[config.mk]
export PLATFORM = sky130hd
export DESIGN_NAME = flash_pin_host
export DESIGN_NICKNAME = d
export VERILOG_FILES = /design/src/rtl/flash_pins_pkg.sv /design/src/rtl/flash_pin_sync.sv /design/src/rtl/flash_pin_host.sv
export VERILOG_INCLUDE_DIRS = /design/src /design/src/rtl
export SDC_FILE = /design/constraint.sdc
export NUM_CORES = 1
export LEC_CHECK = 0
export BUFFER_PORTS_ARGS = -buffer_cell sky130_fd_sc_hd__buf_2
export CORE_MARGIN = 4
export CORE_UTILIZATION = 49
export CTS_CLUSTER_DIAMETER = 30
export DETAILED_ROUTE_END_ITERATION = 12
export GPL_TIMING_DRIVEN = 1
export PLACE_DENSITY_LB_ADDON = 0.05
export RECOVER_POWER = 50
export SKIP_CTS_REPAIR_TIMING = 1
export SLEW_MARGIN = 20
export SYNTH_ARGS = -nofsm -noshare
export SYNTH_HDL_FRONTEND = slang
export SYNTH_HIERARCHICAL = 1
export SYNTH_SLANG_ARGS = --single-unit
[constraint.sdc]
create_clock -name mclk -period 2.88 [get_ports mclk]
set_input_delay 0 -clock mclk [delete_from_list [all_inputs] [get_ports mclk]]
set_output_delay 0 -clock mclk [all_outputs]
set_load 0.01 [all_outputs]
[src/rtl/flash_pins_defines.svh]
// Purpose: Timing counts and field widths of the flash pin controller
// Assumes: mclk at 100 MHz
// Notes:   Reset and ready counts derive from times in ns; strobe count is given in cycles
`ifndef FLASH_PINS_DEFINES_SVH
`define FLASH_PINS_DEFINES_SVH

`define CLK_PERIOD_NS             10
`define RESET_LOW_MIN_TIME_NS     500
`define RESET_RELEASE_TO_ACCESS_NS 50
`define READY_RELEASE_TO_ACCESS_NS 0
`define GLITCH_MIN_NS             5
`define RESET_LOW_CYC   ((`RESET_LOW_MIN_TIME_NS + `CLK_PERIOD_NS - 1) / `CLK_PERIOD_NS)
`define RESET_REL_CYC   ((`RESET_RELEASE_TO_ACCESS_NS + `CLK_PERIOD_NS - 1) / `CLK_PERIOD_NS)
`define READY_REL_CYC   ((`READY_RELEASE_TO_ACCESS_NS + `CLK_PERIOD_NS - 1) / `CLK_PERIOD_NS)
`define STROBE_CYC_DEF  4
`define READY_WAIT_MAX  16'h0fff
`define ADDR_W          20
`define DATA_W          16
`define CMD_W           8

`endif

[src/rtl/flash_pins_pkg.sv]
// Purpose: Types for the flash pin controller
// Assumes: Widths from flash_pins_defines.svh
// Notes:   Requests and pin drives travel as structs
`default_nettype none
`include "flash_pins_defines.svh"
package flash_pins_pkg;
   typedef enum logic [2:0] {
      ST_RESET_LOW  = 3'b000,
      ST_RESET_WAIT = 3'b001,
      ST_IDLE       = 3'b011,
      ST_SETUP      = 3'b010,
      ST_STROBE     = 3'b110,
      ST_HOLD       = 3'b111
   } host_state_t;

   typedef struct packed {
      logic                 write;
      logic                 id_mode;
      logic                 unprotect;
      logic [`ADDR_W-1:0]   addr;
      logic [`DATA_W-1:0]   wdata;
   } bus_req_t;

   typedef struct packed {
      logic [`ADDR_W-1:0]   addr_lines;
      logic                 top_out;
      logic                 top_oe;
      logic [`DATA_W-2:0]   data_out;
      logic                 data_oe;
      logic                 chip_act_n;
      logic                 out_drv_n;
      logic                 wr_strobe_n;
      logic                 reset_unprotect_n;
      logic                 elevated_id_level;
      logic                 addr_elevated;
      logic                 word_mode;
   } pin_drive_t;
endpackage : flash_pins_pkg
`default_nettype wire

[src/rtl/flash_pin_sync.sv]
// Purpose: Two-flop synchroniser for pin inputs
// Assumes: Inputs asynchronous to mclk
// Notes:   First stage read only by second stage
`default_nettype none
module flash_pin_sync #(
   parameter int W = 1
) (
   input  wire logic         mclk,
   input  wire logic         nrst,
   input  wire logic         ce,
   input  wire logic [W-1:0] async_in,
   output logic      [W-1:0] sync_out
);
   typedef struct packed {
      logic [W-1:0] s1;
      logic [W-1:0] s2;
   } sync_state_t;
   sync_state_t st_reg;
   sync_state_t st_next;

   initial begin
      if (W < 1) $error("W must be positive");
   end

   always_comb begin
      st_next    = st_reg;
      st_next.s1 = async_in;
      st_next.s2 = st_reg.s1;
   end

   always_ff @(posedge mclk or negedge nrst) begin
      if (!nrst) begin
         st_reg <= '0;
      end else if (ce) begin
         st_reg <= st_next;
      end
   end

   assign sync_out = st_reg.s2;
endmodule : flash_pin_sync
`default_nettype wire

[src/rtl/flash_pin_host.sv]
// Purpose: Host-side controller driving a parallel flash over its pins
// Assumes: Strobe lengths in mclk cycles exceed the device's minimum timings
// Notes:   One request at a time; reads capture data before releasing strobes
// Notes on behaviour
// - Hold reset low, then wait recovery times
// - No cycle until ready/busy is released
// - Read: address, activation and drive low
// - Output drive high through every write
`default_nettype none
`include "flash_pins_defines.svh"
module flash_pin_host #(
   parameter int STROBE_CYC = `STROBE_CYC_DEF,
   parameter int SETUP_CYC  = 1
) (
   input  wire logic                   mclk,
   input  wire logic                   nrst,
   input  wire logic                   ce,
   input  wire logic                   word_mode,
   input  wire logic                   req_valid,
   input  wire flash_pins_pkg::bus_req_t req,
   input  wire logic                   reset_req,
   input  wire logic [`DATA_W-2:0]     data_in,
   input  wire logic                   top_in,
   input  wire logic                   ready_busy_od,
   output logic                        req_ready,
   output logic                        rsp_valid,
   output logic [`DATA_W-1:0]          rsp_data,
   output logic                        ready_seen,
   output flash_pins_pkg::pin_drive_t  pins
);
   localparam int CNT_W = 16;
   localparam int RL_CYC = (`RESET_LOW_CYC < 1) ? 1 : `RESET_LOW_CYC;
   localparam int RW_CYC = (`RESET_REL_CYC > `READY_REL_CYC) ? `RESET_REL_CYC : `READY_REL_CYC;

   initial begin
      if (STROBE_CYC * `CLK_PERIOD_NS <= `GLITCH_MIN_NS || STROBE_CYC > 255) $error("STROBE_CYC out of range");
      if (SETUP_CYC < 1 || SETUP_CYC > 255) $error("SETUP_CYC out of range");
   end

   typedef struct packed {
      flash_pins_pkg::host_state_t state;
      logic [CNT_W-1:0]            cnt;
      flash_pins_pkg::bus_req_t    cur;
      flash_pins_pkg::pin_drive_t  pins;
      logic                        req_ready;
      logic                        rsp_valid;
      logic [`DATA_W-1:0]          rsp_data;
      logic                        ready_seen;
   } host_t;

   host_t st_reg;
   host_t st_next;
   logic [`DATA_W:0] in_sync;
   logic             rb_released;

   flash_pin_sync #(.W(`DATA_W + 1)) u_sync (
      .mclk    (mclk),
      .nrst    (nrst),
      .ce      (ce),
      .async_in({ready_busy_od, top_in, data_in}),
      .sync_out(in_sync)
   );

   // Open-drain line reads high once the device lets go
   assign rb_released = in_sync[`DATA_W];

   always_comb begin
      st_next           = st_reg;
      st_next.rsp_valid = 1'b0;
      st_next.pins.word_mode = word_mode;
      unique case (st_reg.state)
         flash_pins_pkg::ST_RESET_LOW: begin
            st_next.pins.reset_unprotect_n = 1'b0;
            st_next.pins.chip_act_n        = 1'b1;
            st_next.req_ready              = 1'b0;
            if (st_reg.cnt >= CNT_W'(RL_CYC - 1)) begin
               st_next.state                  = flash_pins_pkg::ST_RESET_WAIT;
               st_next.pins.reset_unprotect_n = 1'b1;
               st_next.cnt                    = '0;
            end else begin
               st_next.cnt = st_reg.cnt + 1'b1;
            end
         end
         flash_pins_pkg::ST_RESET_WAIT: begin
            // Both recovery times and ready release must pass
            if (st_reg.cnt < CNT_W'(RW_CYC)) begin
               st_next.cnt = st_reg.cnt + 1'b1;
            end
            if (rb_released && st_reg.cnt >= CNT_W'(RW_CYC)) begin
               st_next.state      = flash_pins_pkg::ST_IDLE;
               st_next.req_ready  = 1'b1;
               st_next.ready_seen = 1'b1;
            end
         end
         flash_pins_pkg::ST_IDLE: begin
            st_next.ready_seen = rb_released;
            if (reset_req) begin
               st_next.state     = flash_pins_pkg::ST_RESET_LOW;
               st_next.req_ready = 1'b0;
               st_next.cnt       = '0;
               // Pin goes low now so the counted pulse is full length
               st_next.pins.reset_unprotect_n = 1'b0;
               st_next.pins.chip_act_n        = 1'b1;
            end else if (req_valid && rb_released) begin
               st_next.cur                    = req;
               st_next.req_ready              = 1'b0;
               st_next.state                  = flash_pins_pkg::ST_SETUP;
               st_next.cnt                    = '0;
               // Address first, activation follows after setup
               st_next.pins.addr_lines        = req.addr;
               st_next.pins.elevated_id_level = req.unprotect;
               st_next.pins.addr_elevated     = req.id_mode;
               st_next.pins.top_oe            = ~word_mode;
               st_next.pins.top_out           = word_mode ? req.wdata[`DATA_W-1] : req.addr[0];
               st_next.pins.data_out          = req.wdata[`DATA_W-2:0];
               st_next.pins.out_drv_n         = 1'b1;
               st_next.pins.wr_strobe_n       = 1'b1;
               st_next.pins.chip_act_n        = 1'b1;
               st_next.pins.data_oe           = 1'b0;
               if (!word_mode) begin
                  st_next.pins.addr_lines = {1'b0, req.addr[`ADDR_W-1:1]};
               end
            end
         end
         flash_pins_pkg::ST_SETUP: begin
            if (st_reg.cnt >= CNT_W'(SETUP_CYC - 1)) begin
               st_next.state           = flash_pins_pkg::ST_STROBE;
               st_next.cnt             = '0;
               st_next.pins.chip_act_n = 1'b0;
               if (st_reg.cur.write) begin
                  // Low byte carries the command; upper lines held for word data
                  st_next.pins.data_oe     = 1'b1;
                  st_next.pins.top_oe      = 1'b1;
                  st_next.pins.wr_strobe_n = 1'b0;
               end else begin
                  st_next.pins.out_drv_n = 1'b0;
               end
               if (!word_mode) begin
                  st_next.pins.top_out = st_reg.cur.addr[0];
                  st_next.pins.top_oe  = 1'b1;
               end
            end else begin
               st_next.cnt = st_reg.cnt + 1'b1;
            end
         end
         flash_pins_pkg::ST_STROBE: begin
            // Strobe wider than glitch filter
            if (st_reg.cnt >= CNT_W'(STROBE_CYC - 1)) begin
               st_next.state = flash_pins_pkg::ST_HOLD;
               st_next.cnt   = '0;
               if (!st_reg.cur.write) begin
                  st_next.rsp_valid = 1'b1;
                  st_next.rsp_data  = word_mode ? {in_sync[`DATA_W-1], in_sync[`DATA_W-2:0]}
                                                : {8'h00, in_sync[7:0]};
               end
               st_next.pins.wr_strobe_n = 1'b1;
               st_next.pins.out_drv_n   = 1'b1;
               st_next.pins.chip_act_n  = 1'b1;
            end else begin
               st_next.cnt = st_reg.cnt + 1'b1;
            end
         end
         flash_pins_pkg::ST_HOLD: begin
            // Data held one cycle past the rising strobe edge
            st_next.pins.data_oe = 1'b0;
            st_next.pins.top_oe  = ~word_mode;
            st_next.state        = flash_pins_pkg::ST_IDLE;
            st_next.req_ready    = 1'b1;
         end
      endcase
   end

   always_ff @(posedge mclk or negedge nrst) begin
      if (!nrst) begin
         st_reg                        <= '0;
         st_reg.state                  <= flash_pins_pkg::ST_RESET_LOW;
         st_reg.pins.chip_act_n        <= 1'b1;
         st_reg.pins.out_drv_n         <= 1'b1;
         st_reg.pins.wr_strobe_n       <= 1'b1;
      end else if (ce) begin
         st_reg <= st_next;
      end
   end

   assign req_ready  = st_reg.req_ready;
   assign rsp_valid  = st_reg.rsp_valid;
   assign rsp_data   = st_reg.rsp_data;
   assign ready_seen = st_reg.ready_seen;
   assign pins       = st_reg.pins;
endmodule : flash_pin_host
`default_nettype wire

**Word level (Yosys, flattened, before mapping)**

Index checks and enable logic that the tools add are counted.

- Register bits after elaboration: 154
- Input bits: 62
- Output and inout bits: 64
- Logic and storage cells: 114

- Add/subtract/negate cells: 1
- $lt $le $gt $ge: 5
- Eq/ne operators: 18
- Muxes and demuxes: 40
- Bitwise operators: 3
- Reductions and logical operators: 24

Operators by type and width:

| operator | number |
|---|---|
| $mux W99 | 1 |
| $mux W16 | 5 |
| $pmux W16 S5 | 1 |
| $mux W17 | 3 |
| $reduce_and A6 Y1 | 4 |
| $ne A2 B2 Y1 const B | 11 |
| $mux W20 | 1 |
| $mux W19 | 1 |
| $mux W18 | 1 |
| $pmux W3 S6 | 1 |
| $add A16 B1 Y16 const B | 1 |
| $ge A16 B1 Y1 const B | 1 |
| $ge A16 B2 Y1 const B | 1 |
| $ge A16 B3 Y1 const B | 1 |
| $ge A16 B6 Y1 const B | 1 |
| $lt A16 B3 Y1 const B | 1 |
| $reduce_and A4 Y1 | 4 |
| $reduce_and A7 Y1 | 2 |
| $mux W3 | 4 |
| $mux W1 | 10 |
| $pmux W1 S4 | 2 |
| $reduce_bool A4 Y1 | 2 |
| $eq A3 B2 Y1 const B | 2 |
| $eq A3 B3 Y1 const B | 2 |
| 15 further kinds | 28 |

**Longest topological paths before layout**

Gate-level depths: netlist of run 1.

- Word-level depth: 4
- Gate-level depth with buffers: 8
- Depth with buffers taken out: 7

**Cells and area by module**

The synthesis of run 1 kept the hierarchy.

Modules (own cells, without submodules):

| module | times used | cells an instance | area an instance (sq um) | seq. area each (sq um) |
|---|---|---|---|---|
| flash_pin_host | 1 | 447 | 4514.3 | 2130.8 |
| flash_pin_sync | 1 | 72 | 1417.6 | 850.8 |

**Worst setup path before layout of run 1**

No wires, ideal clock.

- Path kind: reg-to-reg
- Start point: reg st_reg[103] in the netlist's numbering
- End point: reg st_reg[113] in the netlist's numbering
- Library setup time: 0.082 ns
- Arrival: 1.764 ns
- Required time: 2.798 ns
- Setup slack: 1.034 ns
- Stages on the path, launching flop included: 9
- Path buffers: 1
- Period minus slack after synthesis: 1.846 ns
- Cells stage by stage: dfrtp_1 -> inv_1 -> ha_1 -> nor4b_1 -> o21ai_0 -> a211oi_2 -> nor2_2 -> buf_6 -> a22oi_2

- Cells in the longest elaborated chain, start to end: 3
- Elaborated cells between the ends (all ways): 12
- Classes of those cells: add/sub: 1; order compare: 4; eq/ne: 1; mux: 5; reduce/logical: 1

Ends and longest elaborated chain:

| what | RTL line | source |
|---|---|---|
| from (decl) | flash_pin_host.sv:51 | `host_t st_reg;` |
| from (signal assigned) | flash_pin_host.sv:181 | `st_reg <= st_next;` |
| $add A16 B1 Y16, or another cell as far along | n/a |  |
| $mux W16, or another cell as far along | flash_pin_host.sv:148 | `if (st_reg.cnt >= CNT_W'(STROBE_CYC - 1)) begin` |
| $pmux W16 S5 or $reduce_and A4 Y1 (tied branches) | n/a |  |

Several ways; a longest one is shown, not always the timed one. The select of a mux whose other input is x is not followed.
A chain may end at the register's enable or synchronous reset.

**Worst setup path in the final report of run 1**

- Start point: reg st_reg[117] in the netlist's numbering
- End point: reg st_reg, in the netlist rsp_data[6]

- Cells in the longest elaborated chain, start to end: 2

Ends and longest elaborated chain:

| what | RTL line |
|---|---|
| $ge A16 B2 Y1 | flash_pin_host.sv:148 |
| $reduce_and A4 Y1 (no line) | n/a |

No other way between the ends.

==> flow_summary.ini, run 1 <==
[status]
status = complete, no violations

[timing]
layout_min_cycle_time_ps = 2310
whs_ps = 14.8
tightest_slew_ps = 1470
fin_crit_sh_pct = 80.1
maxSlewHeadroom_pct = 2.23
finalHoldViolations = 0
setup_violations = 0
slew_viol_final = 0
finalClockSkew_ps = 5.95
setup_tns_ps = 0
rsz0062_at_grt = no
max_freq_ghz = 0.433
worst_slack_ps = 572

[route]
vias_per_cell = 5.17
drt-initial-drc-count = 272
drt_pre_antenna_iters = 5
wl_um = 13100
postRouteAntennaNets = 0
wl_per_cell_um = 16.2
via_count = 4176
drc = 0

[power_and_ir_drop]
finalPower_uw = 6440
p_switching_uw = 2120
p_leak_uw = 0.00345
pwr-share-clk_pct = 33.3
power_frac_seq_pct = 38.8
power.density_nw_per_um2 = 877
swShare_pct = 32.9
combinationalPowerShare_pct = 27.9
intPower_uw = 4320
ir_drop_mv = 0.388

[placement]
gp_congestion = 0.853
dp.cells = 708
hpwlAfterDp_um = 8420
dp_slack_ps = 592
portBuffers = 125

[synth]
yosys.area.top_type = dfrtp_1
synth-edff-count = 0
postSynthCellCount = 519
ys_seq_area_share_pct = 50.3
synth.distinct_cells = 50
netlist_top_cells_area = dfrtp_1, mux2_4, buf_4
ys.flop_type = dfrtp_1
yosysTopAreaCellShare_pct = 48.9
yosys_register_bits = 119
ys_warn_count = 6
postSynthAreaPerCell_um2 = 11.4
synth_fp_nets = 584
syn-cell-area_um2 = 5930
synthArstFlopShare_pct = 100

[layout]
largest_reg_flops = 36
drive_above_1_share_pct = 26.7
layout_common_cells = dfrtp_1, clkbuf_1, dlygate4sd3_1
areaGrowthSynthToFinish_pct = 23.7
layout.nets = 715
fin_cells = 807
final_common_cell = dfrtp_1

[setup_path]
r2r-start = st_reg[117]
cp.arrival_ps = 2610
path_delay_family = simple AND/OR/NAND/NOR gates
ff2ff_path_depth = 5
rrSetupSlack_ps = 570
worst_setup_path_start_kind = flop
max_stage_delay_ps = 520
crit_type = reg2reg
crit_slowest_cell = nor4_1
end_kind = flop
crit_chain = nor4_1 > and3_1 > a2111o_1 > buf_4 > mux2_4
rr_endpoint = rsp_data[6]
critPathMaxFanout = 20
crit_buf_inv = 1
worstPathRequired_ps = 3180

[global_route]
grt_max_degree = 60
grt_pass1_wl_um = 20200
antenna_found_initial = 1
gr-total-overflow = 0
grt_pass1_vias = 3991
track_usage_pct = 18.1

[floorplan]
coreArea_um2 = 11600
die_area_um2 = 13900
die_w_um = 118
start_util_pct = 51.1
ios = 126
fp.dieH_um = 118
core.rowCount = 39

[job]
maxCapViolCount = 0

[worst_hold_path]
min_from = req_valid
min_path_type = in2reg
hold_depth = 4
holdPathEnd = pins[4]

[cts]
clk_latency_ps = 410
cts_root_buf = clkbuf_16
htree_levels = 4
cts_tree = built
cts_buffers = 17
clockBufferDepth = 2
clk_pin_slew_ps = 60
clock_sink_count = 119
power by group through the flow:
stage / Sequential (uW) / Combinational [uW] / Clock (uW)
2_1_floorplan: 2390 / 1710 / 0
3_3_place_gp: 2490 / 1780 / 0
3_5_place_dp: 2510 / 1800 / 0
4_1_cts: 2490 / 1810 / 2190
5_1_grt: 2570 / 2010 / 2270
6_report: 2500 / 1800 / 2140
cells in the mapped netlist, drive strengths merged (2+ instances only):
master and instances:
a22oi 3, nand3 9, o32a 2, ha 3, nand2 54, mux2 63, a21oi 16, o2111ai 6
nand4 3, o221ai 3, inv 15, a211oi 2, nor3 3, clkbuf 11, buf 79, nor2 20
and3 4, o21a 4, dfrtp 116, mux2i 19, o21ai 40, a41oi 5, nand2b 3, o22ai 4
a21o 2, dfstp 3, and2 5, nor4 5, o31ai 2, a31oi 3, nor2b 5
kinds of logic after synthesis:
kind of cell | synth area share (%)
buffers and inverters | 12.3
flip-flops | 50.3
AO/OA/AOI/OAI | 10.5
AND/OR/NAND/NOR | 9.05
multiplexers | 17.3
adder cells (fa/ha/maj) | 0.633
per-layer routing:
layer / wire length [um] / global-route usage [%] / up-vias
met4: 306 / 7.47 / 0
met2: 6060 / 26.7 / 144
met5: 0 / 0 / -
li1: - / - / 2013
met3: 705 / 5.19 / 26
met1: 6020 / 25.0 / 1993
layout make-up:
cell class,count,area (um2)
flip-flops and latches,119,2980
diodes,1,2.50
clock inverters,12,150
multi-input cells,295,2230
repair buffers,202,1280
inverters,15,56.3
well taps,143,179
fillers,945,4280
clock buffers,20,457
tightest hold or removal path, delay by kind of cell:
family,cells,cell delay (ps)
buffers and inverters,1,120
AOI/OAI and AO/OA,2,220
and+or+nand+nor,1,60
how the worst max path moves through the flow:
stage | startpoint | endpoint | slack, ps | cells after the start
global route | st_reg[117] | rsp_data[7] | 380 | 5
floorplan | st_reg[103] | st_reg[113] | 1030 | 8
finish | st_reg[117] | rsp_data[6] | 570 | 5
CTS | st_reg[117] | rsp_data[6] | 580 | 5
global placement | st_reg[117] | rsp_data[7] | 630 | 5
detailed placement | st_reg[117] | rsp_data[6] | 590 | 5
per-stage QoR:
step           area (um2)  util [%]
6_report             7340      63.2
5_1_grt              7340      63.2
4_1_cts              6760      58.2
3_5_place_dp         6150      53.0
3_3_place_gp         6150      53.0
2_1_floorplan        5930         -
(Power assumes the default switching activity.)
==> inputs of run 2 (changes only) <==
Clock period 2.88 ns to 2.3 ns, I/O delays scaled along.
==> run 2 against run 1 <==
  * The flow now finishes with violations (hold timing)
  * Flip-flop and latch count stayed put
  * Routed wire length fell by 4.6%
  * Sequential power is 24% higher
  * Clock skew rose by 1.1 ps
  * Core utilization increased by 0.93 points
  * First-iteration DRC count down 3.7%
  * Setup slack worse by 360 ps
  * Sequential share of layout area decreased by 0.59 points
  * Register-to-register slack worse by 360 ps
  * Non-clock buffer count is 4 higher
  * Count of clock-buffer cells in the layout up 1
  * Critical endpoint is now st_reg[107]
  * Largest cell class unchanged
==> flow_summary.ini, run 2 (synthesized netlist as in run 1, its figures left out) <==
[status]
status = complete, but fails checks
violations = hold timing

[global_route]
grt_max_degree = 60
grt_pass1_wl_um = 19500
antenna_found_initial = 0
grt_pass1_vias = 3826
track_usage_pct = 17.2
gr-total-overflow = 0

[timing]
layout_min_cycle_time_ps = 2090
tightest_slew_ps = 1160
finalHoldViolations = 1
setup_tns_ps = 0
maxSlewHeadroom_pct = 22.7
setup_violations = 0
max_freq_ghz = 0.480
worst_slack_ps = 215
slew_viol_final = 0
whs_ps = -47.5
fin_crit_sh_pct = 90.7
rsz0062_at_grt = no
finalClockSkew_ps = 7.07

[layout]
nFillCells = 935
largest_reg_flops = 36
drive_above_1_share_pct = 32.5
layout.nets = 719
multi_input_area_um2 = 2230
insertedDiodeCount = 0
stdcell_area_um2 = 7440
final_util_pct = 64.1
areaGrowthSynthToFinish_pct = 25.5
final_common_cell = dfrtp_1
layout_common_cells = dfrtp_1, buf_2, dlygate4sd3_1
fin_cells = 810
seq_area_um2 = 2980

[route]
drt-initial-drc-count = 262
postRouteAntennaNets = 0
via_count = 4135
drt_pre_antenna_iters = 5
wl_um = 12500
vias_per_cell = 5.10
drc = 0
wl_per_cell_um = 15.4

[job]
maxCapViolCount = 0

[cts]
clk_pin_slew_ps = 50
clock_sink_count = 119
cts_tree = built
cts_buffers = 17
cts_root_buf = clkbuf_16
clockBufferDepth = 2
htree_levels = 4
clk_latency_ps = 400

[floorplan]
start_util_pct = 51.1
core.rowCount = 39
coreArea_um2 = 11600
ios = 126
die_w_um = 118
die_area_um2 = 13900
fp.dieH_um = 118

[placement]
dp_slack_ps = 96.5
placed_area_um2 = 6230
gp_congestion = 0.849
dp.cells = 712
hpwlAfterDp_um = 8230
portBuffers = 125

[setup_path]
rrSetupSlack_ps = 210
ff2ff_path_depth = 7
critPathMaxFanout = 13
worst_setup_path_start_kind = flop
r2r-start = st_reg[103]
end_kind = flop
crit_start = st_reg[103]
cp.arrival_ps = 2390
rr_endpoint = st_reg[107]
crit_end = st_reg[107]
worstPathRequired_ps = 2610
crit_type = reg2reg

[power_and_ir_drop]
p_leak_uw = 0.00360
power.density_nw_per_um2 = 1100
ir_drop_mv = 0.601

[worst_hold_path]
min_path_type = in2reg
min_from = req[18]
-- run 2: critical path: stages, from the launching register on --
cell and delay [ps]:
dfrtp_1 410, inv_1 120, ha_1 170, nor4b_1 350, o2111ai_1 250, a21oi_2 350, nor2_4 140, o221ai_1 190
-- run 2: stage by stage --
stage / hold WS (ps) / power [uW]
2_1_floorplan: -296 / 5120
3_3_place_gp: 62.4 / 5390
3_5_place_dp: 72.4 / 5450
4_1_cts: -364 / 8190
5_1_grt: 0.589 / 8710
6_report: -47.5 / 8170
-- run 2: final cells by class --
type | count | share of cell area (%)
Clock buffer | 21 | 6.32
Clock inverter | 11 | 1.97
Inverter | 15 | 0.756
Multi-Input combinational cell | 295 | 30.0
Sequential cell | 119 | 40.1
Tap cell | 143 | 2.40
Timing Repair Buffer | 206 | 18.5
-- run 2: routing by layer --
metal	GRT usage, %	routed length (um)	vias to the layer above	part of all wire (%)
met5	0	0	-	0
met4	7.11	223	0	1.8
met3	5.38	593	18	4.8
met2	24.5	5730	123	46
met1	24.2	5940	1966	48
li1	-	-	2028	-
-- run 2: worst min-delay path by stage --
| stage | slack, ps | to | depth (start not counted) |
|---|---|---|---|
| final | -50 | pins[26] | 3 |
| after CTS | -360 | pins[38] | 1 |
| after global placement | 60 | pins[38] | 1 |
| after global routing | 0.6 | pins[26] | 3 |
| after detailed placement | 70 | pins[38] | 1 |
| after floorplan | -300 | pins[0] | 0 |
-- run 2: where the power goes --
part / total (uW) / leakage, uW / switching (uW) / internal, uW
clock network: 2700 / 0.000299 / 908 / 1790
logic: 2370 / 0.00180 / 1300 / 1060
registers: 3110 / 0.00150 / 416 / 2690
